<file path="config.mk">
export PLATFORM = sky130hd
export DESIGN_NAME = tmr_timer
export DESIGN_NICKNAME = d
export VERILOG_FILES = /design/src/logic/tmr_pkg.sv /design/src/logic/tmr_prescaler.sv /design/src/logic/tmr_compare.sv /design/src/logic/tmr_timer.sv
export VERILOG_INCLUDE_DIRS = /design/src /design/src/logic
export SDC_FILE = /design/constraint.sdc
export NUM_CORES = 1
export LEC_CHECK = 0
export BUFFER_PORTS_ARGS = -buffer_cell sky130_fd_sc_hd__buf_2
export CORE_ASPECT_RATIO = 1.2
export CORE_MARGIN = 3
export CORE_UTILIZATION = 49
export CTS_BUF_LIST = sky130_fd_sc_hd__clkbuf_8 sky130_fd_sc_hd__clkbuf_16
export DETAILED_ROUTE_END_ITERATION = 8
export PLACE_DENSITY = 0.81
export SYNTH_ARGS = -nofsm -noshare
export SYNTH_HDL_FRONTEND = slang
export SYNTH_SLANG_ARGS = --single-unit
</file>
<file path="constraint.sdc">
create_clock -name pclk -period 5.8 [get_ports pclk]
set_clock_uncertainty 0.15 [all_clocks]
set_input_delay 0.58 -clock pclk [delete_from_list [all_inputs] [get_ports pclk]]
set_output_delay 0.58 -clock pclk [all_outputs]
set_load 0.05 [all_outputs]
</file>
<file path="src/logic/tmr_map.svh">
/*
 * Register indices, field positions, reset values and codes of the
 * 16-bit timer/event counter.
 * Assumes the includer wants definitions only; byte address = 4 * index.
 */
`ifndef TMR_MAP_SVH
`define TMR_MAP_SVH

// Register indices (byte address on APB is four times the index)
`define TMR_IDX_RUN       16'h1180
`define TMR_IDX_MODE      16'h1182
`define TMR_IDX_FFCR      16'h1183
`define TMR_IDX_CMP0_LO   16'h1188
`define TMR_IDX_CMP0_HI   16'h1189
`define TMR_IDX_CMP1_LO   16'h118a
`define TMR_IDX_CMP1_HI   16'h118b
`define TMR_IDX_CAP0_LO   16'h118c
`define TMR_IDX_CAP0_HI   16'h118d
`define TMR_IDX_CAP1_LO   16'h118e
`define TMR_IDX_CAP1_HI   16'h118f
`define TMR_IDX_IRQ_STAT  16'h1190
`define TMR_IDX_IRQ_MASK  16'h1191

// Run register fields
`define TMR_RUN_CNT_BIT   0
`define TMR_RUN_PRE_BIT   2
`define TMR_RUN_DBUF_BIT  7

// Mode register fields
`define TMR_MODE_CLK_LSB  0
`define TMR_MODE_CLE_BIT  2
`define TMR_MODE_CAP1_BIT 4
`define TMR_MODE_CAP0_BIT 5

// Flip-flop control fields and commands
`define TMR_FF_CMD_LSB    0
`define TMR_FF_M0_BIT     2
`define TMR_FF_M1_BIT     3
`define TMR_FF_CAP0_BIT   4
`define TMR_FF_INVERT     2'h0
`define TMR_FF_SET        2'h1
`define TMR_FF_CLEAR      2'h2

// Count clock selections
`define TMR_CLK_STOP      2'h0
`define TMR_CLK_DIV2      2'h1
`define TMR_CLK_DIV8      2'h2
`define TMR_CLK_DIV32     2'h3

// Interrupt bit positions
`define TMR_IRQ_OVF_BIT   0
`define TMR_IRQ_M0_BIT    1
`define TMR_IRQ_M1_BIT    2

// Reset values and timing counts
`define TMR_RST_BYTE      8'h00
`define TMR_RST_WORD      16'h0000
`define TMR_RST_MODE      8'h30
`define TMR_BASE_DIV      8
`define TMR_PRE_BITS      5

`endif

</file>
<file path="src/logic/tmr_pkg.sv">
/*
 * Types shared by the timer files.
 * Assumes tmr_map.svh supplies the numeric layout.
 */
package tmr_pkg;

    // Run register contents
    typedef struct packed {
        logic dbuf_en;
        logic pre_run;
        logic cnt_run;
    } tmr_run_t;

    // Mode register contents
    typedef struct packed {
        logic       cap0_bit;
        logic       cap1_bit;
        logic       clear_en;
        logic [1:0] clk_sel;
    } tmr_mode_t;

    // Flip-flop inversion enables
    typedef struct packed {
        logic inv_cap0;
        logic inv_m1;
        logic inv_m0;
    } tmr_ffcr_t;

    // Event pulses, in interrupt bit order
    typedef struct packed {
        logic m1;
        logic m0;
        logic ovf;
    } tmr_evt_t;

    // Prescaler tap pulses
    typedef struct packed {
        logic div32;
        logic div8;
        logic div2;
    } tmr_taps_t;

endpackage

</file>
<file path="src/logic/tmr_prescaler.sv">
/*
 * Divide-by-eight base stage and 5-bit prescaler with three tap pulses.
 * Assumes one clock; taps are one-cycle enables on pclk.
 */
`timescale 1ns/1ps
`include "tmr_map.svh"

module tmr_prescaler #(
    parameter int BASE_DIV = `TMR_BASE_DIV,
    parameter int PRE_BITS = `TMR_PRE_BITS
) (
    input  wire logic              pclk,
    input  wire logic              presetn,
    input  wire logic              run,
    output tmr_pkg::tmr_taps_t     taps
);
    localparam int BW = $clog2(BASE_DIV);

    logic [BW-1:0]       base_cnt;
    logic [PRE_BITS-1:0] pre_cnt;
    logic                base_tick;

    // One pulse every BASE_DIV peripheral clocks
    assign base_tick = run && (base_cnt == BW'(BASE_DIV - 1));

    // Base divider, cleared while stopped so restarts are aligned
    always_ff @(posedge pclk or negedge presetn) begin
        if (!presetn) begin
            base_cnt <= '0;
        end else if (!run) begin
            base_cnt <= '0;
        end else begin
            base_cnt <= base_tick ? '0 : base_cnt + 1'b1;
        end
    end

    // Prescaler proper; a zero run bit stops and clears it
    always_ff @(posedge pclk or negedge presetn) begin
        if (!presetn) begin
            pre_cnt <= '0;
        end else if (!run) begin
            pre_cnt <= '0;
        end else if (base_tick) begin
            pre_cnt <= pre_cnt + 1'b1;
        end
    end

    // Taps as enables rather than derived clocks keep one clock tree
    assign taps.div2  = base_tick && (pre_cnt[0] == 1'b1);
    assign taps.div8  = base_tick && (pre_cnt[2:0] == 3'h7);
    assign taps.div32 = base_tick && (pre_cnt == {PRE_BITS{1'b1}});

endmodule

</file>
<file path="src/logic/tmr_compare.sv">
/*
 * One comparator: counter against a compare register.
 * Assumes tick marks the cycle in which the counter takes a step.
 */
`timescale 1ns/1ps

module tmr_compare #(
    parameter int WIDTH = 16
) (
    input  wire logic [WIDTH-1:0] count,
    input  wire logic [WIDTH-1:0] value,
    input  wire logic             tick,
    output logic                  match
);
    // Match is judged only on a counting step, so a stopped counter
    // sitting on the value does not fire every cycle
    assign match = tick && (count == value);

endmodule

</file>
<file path="src/logic/tmr_timer.sv">
/*
 * 16-bit timer/event counter with APB register access.
 * Holds the up counter, compare and capture registers, the output
 * flip-flop and the interrupt status and mask.
 * Assumes a zero-wait APB master on pclk and port-select logic that
 * drives port_func_sel, port_data and port_dir synchronously on pclk.
 */
// Register access over APB was decided locally.
// What this block does
// - Same counter serves interval timer, event counter and pulse generator modes
// - One up counter, two compares with one buffered, captures, flip-flop
// - Eleven byte registers sit at their fixed offsets
// - No external clock or capture input; flip-flop leaves via shared port pin
// - Prescaler base is clock divided by eight; taps at 1/2, 1/8, 1/32
// - Prescaler counts with run bit set; clearing it stops and zeroes it
// - Counter steps on selected tap; optional clear on second compare match
// - Overflow interrupt on wrap; match interrupt per comparator
`timescale 1ns/1ps
`include "tmr_map.svh"

module tmr_timer #(
    parameter int ADDR_W = 18,
    parameter int CNT_W  = 16
) (
    input  wire logic              pclk,
    input  wire logic              presetn,
    input  wire logic              psel,
    input  wire logic              penable,
    input  wire logic              pwrite,
    input  wire logic [ADDR_W-1:0] paddr,
    input  wire logic [31:0]       pwdata,
    input  wire logic [3:0]        pstrb,
    output logic                   pready,
    output logic [31:0]            prdata,
    output logic                   pslverr,
    output logic                   irq,
    input  wire logic              port_func_sel,
    input  wire logic              port_data,
    input  wire logic              port_dir,
    output logic                   shared_port_bit,
    output logic                   shared_port_bit_oe
);
    // Mode reset value as a byte, so its fields can be picked by position
    localparam logic [7:0] RST_MODE = `TMR_RST_MODE;

    tmr_pkg::tmr_run_t  run_ctl;
    tmr_pkg::tmr_mode_t mode_ctl;
    tmr_pkg::tmr_ffcr_t ffcr;
    tmr_pkg::tmr_taps_t taps;
    tmr_pkg::tmr_evt_t  evt;
    tmr_pkg::tmr_evt_t  irq_stat;
    tmr_pkg::tmr_evt_t  irq_mask;

    logic [CNT_W-1:0] main_up_counter;
    logic [CNT_W-1:0] compare0;
    logic [CNT_W-1:0] compare0_buf;
    logic [CNT_W-1:0] compare1;
    logic [CNT_W-1:0] capture0;
    logic [CNT_W-1:0] capture1;
    logic             flipflop;
    logic             count_tick;
    logic             match0;
    logic             match1;
    logic             wrap;
    logic             cap0_load;
    logic             cap1_load;
    logic             ff_write;

    logic [15:0]      idx;
    logic             aligned;
    logic             mapped;
    logic             wr_access;
    logic             rd_setup;
    logic             lane0;
    logic [7:0]       wbyte;
    logic [7:0]       next_rdata;

    // APB decode; the word index carries the printed offset
    assign idx       = 16'(paddr[ADDR_W-1:2]);
    assign aligned   = (paddr[1:0] == 2'h0);
    assign wr_access = psel && penable && pwrite && mapped;
    assign rd_setup  = psel && !penable && !pwrite;
    assign lane0     = pstrb[0];
    assign wbyte     = pwdata[7:0];

    // Only the eleven timer bytes and the two interrupt bytes answer
    always_comb begin
        unique case (idx)
            `TMR_IDX_RUN, `TMR_IDX_MODE, `TMR_IDX_FFCR,
            `TMR_IDX_CMP0_LO, `TMR_IDX_CMP0_HI,
            `TMR_IDX_CMP1_LO, `TMR_IDX_CMP1_HI,
            `TMR_IDX_CAP0_LO, `TMR_IDX_CAP0_HI,
            `TMR_IDX_CAP1_LO, `TMR_IDX_CAP1_HI,
            `TMR_IDX_IRQ_STAT, `TMR_IDX_IRQ_MASK: mapped = aligned;
            default: mapped = 1'b0;
        endcase
    end

    // Zero-wait slave; the error only shows in the access phase
    assign pready  = 1'b1;
    assign pslverr = psel && penable && !mapped;

    // Read data is taken in the setup cycle so prdata comes from a flop
    always_comb begin
        next_rdata = 8'h00;
        unique case (idx)
            `TMR_IDX_RUN: begin
                next_rdata[`TMR_RUN_CNT_BIT]  = run_ctl.cnt_run;
                next_rdata[`TMR_RUN_PRE_BIT]  = run_ctl.pre_run;
                next_rdata[`TMR_RUN_DBUF_BIT] = run_ctl.dbuf_en;
            end
            `TMR_IDX_MODE: begin
                next_rdata[`TMR_MODE_CLK_LSB +: 2] = mode_ctl.clk_sel;
                next_rdata[`TMR_MODE_CLE_BIT]      = mode_ctl.clear_en;
                next_rdata[`TMR_MODE_CAP1_BIT]     = mode_ctl.cap1_bit;
                next_rdata[`TMR_MODE_CAP0_BIT]     = mode_ctl.cap0_bit;
            end
            `TMR_IDX_FFCR: begin
                next_rdata[`TMR_FF_CMD_LSB +: 2] = 2'h3; // Command field reads as no-op
                next_rdata[`TMR_FF_M0_BIT]       = ffcr.inv_m0;
                next_rdata[`TMR_FF_M1_BIT]       = ffcr.inv_m1;
                next_rdata[`TMR_FF_CAP0_BIT]     = ffcr.inv_cap0;
            end
            `TMR_IDX_CAP0_LO:  next_rdata = capture0[7:0];
            `TMR_IDX_CAP0_HI:  next_rdata = capture0[15:8];
            `TMR_IDX_CAP1_LO:  next_rdata = capture1[7:0];
            `TMR_IDX_CAP1_HI:  next_rdata = capture1[15:8];
            `TMR_IDX_IRQ_STAT: next_rdata = {5'h00, irq_stat};
            `TMR_IDX_IRQ_MASK: next_rdata = {5'h00, irq_mask};
            default:           next_rdata = 8'h00; // Compare registers are write-only
        endcase
    end

    // Read data register
    always_ff @(posedge pclk or negedge presetn) begin
        if (!presetn) begin
            prdata <= 32'h0000_0000;
        end else if (rd_setup) begin
            prdata <= {24'h00_0000, mapped ? next_rdata : 8'h00}; // Refused reads show zero
        end
    end

    // Run register
    always_ff @(posedge pclk or negedge presetn) begin
        if (!presetn) begin
            run_ctl <= '0;
        end else if (wr_access && lane0 && idx == `TMR_IDX_RUN) begin
            run_ctl.cnt_run <= wbyte[`TMR_RUN_CNT_BIT];
            run_ctl.pre_run <= wbyte[`TMR_RUN_PRE_BIT];
            run_ctl.dbuf_en <= wbyte[`TMR_RUN_DBUF_BIT];
        end
    end

    // Mode register
    always_ff @(posedge pclk or negedge presetn) begin
        if (!presetn) begin
            mode_ctl.clk_sel  <= RST_MODE[`TMR_MODE_CLK_LSB +: 2];
            mode_ctl.clear_en <= RST_MODE[`TMR_MODE_CLE_BIT];
            mode_ctl.cap1_bit <= RST_MODE[`TMR_MODE_CAP1_BIT];
            mode_ctl.cap0_bit <= RST_MODE[`TMR_MODE_CAP0_BIT];
        end else if (wr_access && lane0 && idx == `TMR_IDX_MODE) begin
            mode_ctl.clk_sel  <= wbyte[`TMR_MODE_CLK_LSB +: 2];
            mode_ctl.clear_en <= wbyte[`TMR_MODE_CLE_BIT];
            mode_ctl.cap1_bit <= wbyte[`TMR_MODE_CAP1_BIT];
            mode_ctl.cap0_bit <= wbyte[`TMR_MODE_CAP0_BIT];
        end
    end

    // Flip-flop control enables
    always_ff @(posedge pclk or negedge presetn) begin
        if (!presetn) begin
            ffcr <= '0;
        end else if (wr_access && lane0 && idx == `TMR_IDX_FFCR) begin
            ffcr.inv_m0   <= wbyte[`TMR_FF_M0_BIT];
            ffcr.inv_m1   <= wbyte[`TMR_FF_M1_BIT];
            ffcr.inv_cap0 <= wbyte[`TMR_FF_CAP0_BIT];
        end
    end

    // Compare 0 and its shadow: with the buffer off a write lands in both,
    // with it on only the shadow, copied across on a compare 1 match
    always_ff @(posedge pclk or negedge presetn) begin
        if (!presetn) begin
            compare0     <= `TMR_RST_WORD;
            compare0_buf <= `TMR_RST_WORD;
        end else begin
            if (run_ctl.dbuf_en && match1) begin
                compare0 <= compare0_buf;
            end
            if (wr_access && lane0 && idx == `TMR_IDX_CMP0_LO) begin
                compare0_buf[7:0] <= wbyte;
                if (!run_ctl.dbuf_en) begin
                    compare0[7:0] <= wbyte;
                end
            end
            if (wr_access && lane0 && idx == `TMR_IDX_CMP0_HI) begin
                compare0_buf[15:8] <= wbyte;
                if (!run_ctl.dbuf_en) begin
                    compare0[15:8] <= wbyte;
                end
            end
        end
    end

    // Compare 1 has no shadow
    always_ff @(posedge pclk or negedge presetn) begin
        if (!presetn) begin
            compare1 <= `TMR_RST_WORD;
        end else if (wr_access && lane0 && idx == `TMR_IDX_CMP1_LO) begin
            compare1[7:0] <= wbyte;
        end else if (wr_access && lane0 && idx == `TMR_IDX_CMP1_HI) begin
            compare1[15:8] <= wbyte;
        end
    end

    // Prescaler and its tap enables
    tmr_prescaler #(
        .BASE_DIV (`TMR_BASE_DIV),
        .PRE_BITS (`TMR_PRE_BITS)
    ) u_prescaler (
        .pclk    (pclk),
        .presetn (presetn),
        .run     (run_ctl.pre_run),
        .taps    (taps)
    );

    // Tap selection; no external clock exists, so code zero stops counting
    always_comb begin
        unique case (mode_ctl.clk_sel)
            `TMR_CLK_DIV2:  count_tick = taps.div2;
            `TMR_CLK_DIV8:  count_tick = taps.div8;
            `TMR_CLK_DIV32: count_tick = taps.div32;
            default:        count_tick = 1'b0;
        endcase
    end

    // Both comparators share one small module
    tmr_compare #(.WIDTH(CNT_W)) u_cmp0 (
        .count (main_up_counter),
        .value (compare0),
        .tick  (count_tick && run_ctl.cnt_run),
        .match (match0)
    );

    tmr_compare #(.WIDTH(CNT_W)) u_cmp1 (
        .count (main_up_counter),
        .value (compare1),
        .tick  (count_tick && run_ctl.cnt_run),
        .match (match1)
    );

    // A wrap only counts when the step is not replaced by a clear
    assign wrap = count_tick && run_ctl.cnt_run && (&main_up_counter)
                  && !(mode_ctl.clear_en && match1);

    // Up counter: interval, event and pulse modes all run on this one
    always_ff @(posedge pclk or negedge presetn) begin
        if (!presetn) begin
            main_up_counter <= `TMR_RST_WORD;
        end else if (!run_ctl.cnt_run) begin
            main_up_counter <= `TMR_RST_WORD; // Stop and clear
        end else if (count_tick) begin
            if (mode_ctl.clear_en && match1) begin
                main_up_counter <= `TMR_RST_WORD;
            end else begin
                main_up_counter <= main_up_counter + 1'b1;
            end
        end
    end

    // Writing a capture bit as zero loads, and so does writing one over a zero;
    // the capture needs the prescaler running
    assign cap0_load = wr_access && lane0 && idx == `TMR_IDX_MODE && run_ctl.pre_run
                       && (!wbyte[`TMR_MODE_CAP0_BIT] || !mode_ctl.cap0_bit);
    assign cap1_load = wr_access && lane0 && idx == `TMR_IDX_MODE && run_ctl.pre_run
                       && (!wbyte[`TMR_MODE_CAP1_BIT] || !mode_ctl.cap1_bit);

    // Capture registers, loaded only by software; no trigger pin exists
    always_ff @(posedge pclk or negedge presetn) begin
        if (!presetn) begin
            capture0 <= `TMR_RST_WORD;
            capture1 <= `TMR_RST_WORD;
        end else begin
            if (cap0_load) begin
                capture0 <= main_up_counter;
            end
            if (cap1_load) begin
                capture1 <= main_up_counter;
            end
        end
    end

    // Output flip-flop; a software command wins over a same-cycle toggle
    assign ff_write = wr_access && lane0 && idx == `TMR_IDX_FFCR;

    always_ff @(posedge pclk or negedge presetn) begin
        if (!presetn) begin
            flipflop <= 1'b0;
        end else if (ff_write && wbyte[`TMR_FF_CMD_LSB +: 2] == `TMR_FF_INVERT) begin
            flipflop <= !flipflop;
        end else if (ff_write && wbyte[`TMR_FF_CMD_LSB +: 2] == `TMR_FF_SET) begin
            flipflop <= 1'b1;
        end else if (ff_write && wbyte[`TMR_FF_CMD_LSB +: 2] == `TMR_FF_CLEAR) begin
            flipflop <= 1'b0;
        end else if ((match0 && ffcr.inv_m0) ^ (match1 && ffcr.inv_m1)
                     ^ (cap0_load && ffcr.inv_cap0)) begin
            flipflop <= !flipflop; // Pulse generation toggles on each enabled match; two in one cycle cancel
        end
    end

    // Shared port bit: timer output when selected, plain port data otherwise
    always_ff @(posedge pclk or negedge presetn) begin
        if (!presetn) begin
            shared_port_bit    <= 1'b0;
            shared_port_bit_oe <= 1'b0;
        end else begin
            shared_port_bit    <= port_func_sel ? flipflop : port_data;
            shared_port_bit_oe <= port_func_sel | port_dir;
        end
    end

    // Event pulses in interrupt bit order
    assign evt.ovf = wrap;
    assign evt.m0  = match0;
    assign evt.m1  = match1;

    // Sticky status, write one to clear; a new event beats the clear
    always_ff @(posedge pclk or negedge presetn) begin
        if (!presetn) begin
            irq_stat <= '0;
        end else if (wr_access && lane0 && idx == `TMR_IDX_IRQ_STAT) begin
            irq_stat <= (irq_stat & ~tmr_pkg::tmr_evt_t'(wbyte[2:0])) | evt;
        end else begin
            irq_stat <= irq_stat | evt;
        end
    end

    // Interrupt mask
    always_ff @(posedge pclk or negedge presetn) begin
        if (!presetn) begin
            irq_mask <= '0;
        end else if (wr_access && lane0 && idx == `TMR_IDX_IRQ_MASK) begin
            irq_mask <= tmr_pkg::tmr_evt_t'(wbyte[2:0]);
        end
    end

    // Level interrupt while any unmasked status bit stands
    assign irq = |(irq_stat & irq_mask);

endmodule

</file>
==> summary.txt <==
Timing
  – Final hold violations: 0
  – Setup repair after global routing missed its margin: no
  – Setup TNS: 0 ns
  – Final Critical Period: 3.35 ns
  – Final critical-path setup slack: 2.45 ns
  – Fin crit share: 0.578
  – Slew Limit Fails: 0
  – Fmax: 0.298 GHz
  – Worst Tran Pin Value: 1.26 ns
  – Slew Limit Headroom: 0.150
  – Setup-failing EPs final: 0

Synth
  – Library cells used by synthesis: 69
  – Simple-Gate Fraction of Synth Area: 0.135
  – Post-synth EDFFs: 0
  – Ys flop type: dfrtp_1
  – YS warnings: 0
  – Multiplexer share of the synthesized area: 0.182
  – Synth Area in Compound Gates: 0.0821
  – Post-Synthesis Cells: 618
  – Cell area after synthesis: 7030 um2
  – Largest family of logic cells by synthesized area: multiplexers
  – Synth area leaders: dfrtp_1 46%, mux2_2 11%, xnor2_1 4.5%
  – Area leader, netlist: dfrtp_1
  – Synth Area in Adders: 0.0107
  – Async S/R FF share, synth: 1.00
  – Post-synthesis xor/xnor area fraction: 0.0493
  – #FFs+latches synth: 132
  – Mean area per synthesized cell: 11.4 um2
  – Post-synth top area share: 0.463
  – Sequential area share after synthesis: 0.470

Placement
  – Worst slack, placed: 2.37 ns
  – GP Congestion: 0.825
  – Placed insts: 796
  – HPWL Detailed: 11000 um
  – Port Buf Inserts: 46

Flow run
  – Max_cap viols: 0

Critical path
  – Required @ worst endpoint: 5.92 ns
  – Crit-path leading delay family: simple AND/OR/NAND/NOR gates
  – Cell mode on critical path: mux2i_1
  – Critical Path Max Stage Delay: 0.78 ns
  – Crit path max fanout: 16
  – CP max-delay cell: nand3_1
  – CP Buf/Inv Count: 0
  – Worst setup EP type: register
  – Kind of critical path: reg2reg
  – Worst path cell trace: ha_1, and3_1, ha_1, mux2i_1, mux2i_1, and4_1, nand3_1, mux2i_1, a21oi_1
  – CP arrival: 3.47 ns
  – CP Launch Type: register

Route
  – DRT antenna net count: 0
  – Routed WL: 15800 um
  – Initial DRC Count: 520
  – Via Count: 4972
  – Post-DR wirelength/cell: 19.2 um
  – DRC viols: 0
  – TritonRoute pass-1 iters: 6
  – Vias/cell: 6.02

Cells and area
  – Layout Utilization: 0.557
  – Layout Nets: 712
  – Most frequent cells in the layout: 130 x dfrtp_1, 67 x mux2_2, 45 x nand2_1, 45 x buf_2, 36 x xnor2_1
  – Layout cells sized above 1: 0.275
  – Synthesis-to-finish area growth: 10.4%
  – Fin cells: 826
  – Most common cell after layout, fill and taps aside: dfrtp_1
  – Antenna cells: 0

Floorplan
  – Starting Density: 0.504
  – Std cell rows: 47
  – Die ar.: 15800 um2
  – Core area: 13900 um2
  – Die W: 115 um
  – Die height: 137 um
  – I/O Pins: 99

Status
  – Status: finished clean

Power and ir drop
  – Switching share of total power: 0.220
  – Switching pwr: 477 uW
  – Tot Pwr: 2.16 mW
  – Pint: 1.69 mW
  – Leak pwr: 3.65 nW
  – Power Dens Cells: 279 nW/um2
  – Gate power share: 0.050
  – Seq pwr share: 0.427
  – Clock power share: 0.524
  – Maximum vdd drop: 0.244 mV

GRT
  – Number of global-route vias before repair: 5011
  – First-pass GRT wire length: 25200 um
  – Global Route Usage Sum: 0.208
  – Largest net degree at the start of global routing: 91
  – Grt ovf: 0
  – Initial antenna violation count: 0

Clock network
  – Clock Latency Late Sink: 0.42 ns
  – Number of clock sinks: 132
  – Post-CTS Setup Repair Bufs: 0
  – CTS tree: built
  – H-tree levels: 4
  – Clk slew on worst S/H paths: 0.05 ns
  – TritonCTS buffer count: 17
  – CTS max path bufs: 2
  – Clk Tree Root Cell: clkbuf_16
  – Hold_buf cts: 0
  – Post-CTS resize count: 0

Worst hold path
  – Hold/Removal Path Class: in2async
-- through the flow --
step	hold slack (ns)	cell area [um2]
final	0.205	7760
after global routing	0.199	7760
after CTS	0.194	7760
after detailed placement	0.290	7140
after global placement	0.274	7140
after floorplan	0.134	7120
-- Yosys cell counts, types with 2 or more instances --
library cell / count
conb_1: 2
a21o_1: 2
a31oi_1: 7
xnor2_1: 36
and3_1: 7
ha_1: 6
o21ai_0: 28
a22o_1: 8
and2_1: 5
nand2_1: 45
nand3_1: 15
nor3b_1: 3
or2_2: 4
a22oi_1: 4
nor2b_1: 5
nor4_4: 2
mux2_2: 67
nor4_1: 2
or3_1: 2
buf_1: 3
inv_1: 10
nand4_1: 12
o22ai_1: 2
buf_6: 6
mux2_4: 8
buf_2: 5
a21oi_1: 26
clkbuf_1: 20
mux4_2: 6
buf_4: 27
nor2_1: 29
and4_1: 3
dfrtp_1: 130
nand2b_1: 5
mux2i_1: 27
nor4b_1: 2
a21boi_0: 2
or4_1: 2
nor3_1: 8
dfstp_2: 2
and3b_1: 3
or4_4: 2
or4_2: 2
-- state kept, by name (all words and copies together), names as in the netlist, 3 cells and up --
register              count
capture0                 16
capture1                 16
compare0                 16
compare0_buf             16
compare1                 16
ffcr                      3
irq_mask                  3
irq_stat                  3
main_up_counter          16
mode_ctl                  5
prdata                    8
run_ctl                   3
u_prescaler.base_cnt      3
u_prescaler.pre_cnt       5
-- metal layers --
| layer | up-vias | track usage | part of all wire |
|---|---|---|---|
| met5 | - | 0 | 0 |
| met4 | 0 | 0.107 | 0.042 |
| met3 | 58 | 0.0395 | 0.060 |
| met2 | 224 | 0.345 | 0.50 |
| met1 | 2480 | 0.258 | 0.39 |
| li1 | 2210 | - | - |
-- logic make-up after synthesis --
kind of cell | Yosys count
fa+ha+maj | 6
flops | 132
compound gates | 90
mux | 108
xor+xnor | 38
simple gates | 167
other cells | 2
buf+inv | 75
-- power groups by stage --
stage | Clock (mW) | Sequential (mW) | Combinational, mW
2_1_floorplan | 0 | 0.941 | 0.0776
3_3_place_gp | 0 | 0.939 | 0.104
3_5_place_dp | 0 | 0.939 | 0.107
4_1_cts | 1.14 | 0.922 | 0.108
5_1_grt | 1.18 | 0.922 | 0.116
6_report | 1.13 | 0.922 | 0.108
-- cell type report --
type,count,area [um2]
multi-input combinational,434,3320
tap,171,214
inverter,10,37.5
clock buffer,20,467
timing repair buffer,49,255
sequential,132,3310
clock inverter,10,156
fill,1099,6180
-- worst paths after layout --
| check | from | end | slack [ns] | cells after the start |
|---|---|---|---|---|
| max in group asynchronous | presetn | capture0[10]$_DFFE_PN0P_ | 4.11 | 2 |
| max | u_prescaler.pre_cnt[0]$_DFFE_PN0P_ | compare0[11]$_DFF_PN0_ | 2.45 | 9 |
| min | presetn | compare0[4]$_DFF_PN0_ | 0.21 | 1 |
| min in group pclk | port_dir | shared_port_bit_oe$_DFF_PN0_ | 0.21 | 2 |
| min reg2reg | u_prescaler.base_cnt[0]$_DFF_PN0_ | u_prescaler.base_cnt[0]$_DFF_PN0_ | 0.29 | 1 |
| max reg2reg | u_prescaler.pre_cnt[0]$_DFFE_PN0P_ | compare0[11]$_DFF_PN0_ | 2.45 | 9 |
Power figures use the tool's default switching activity.
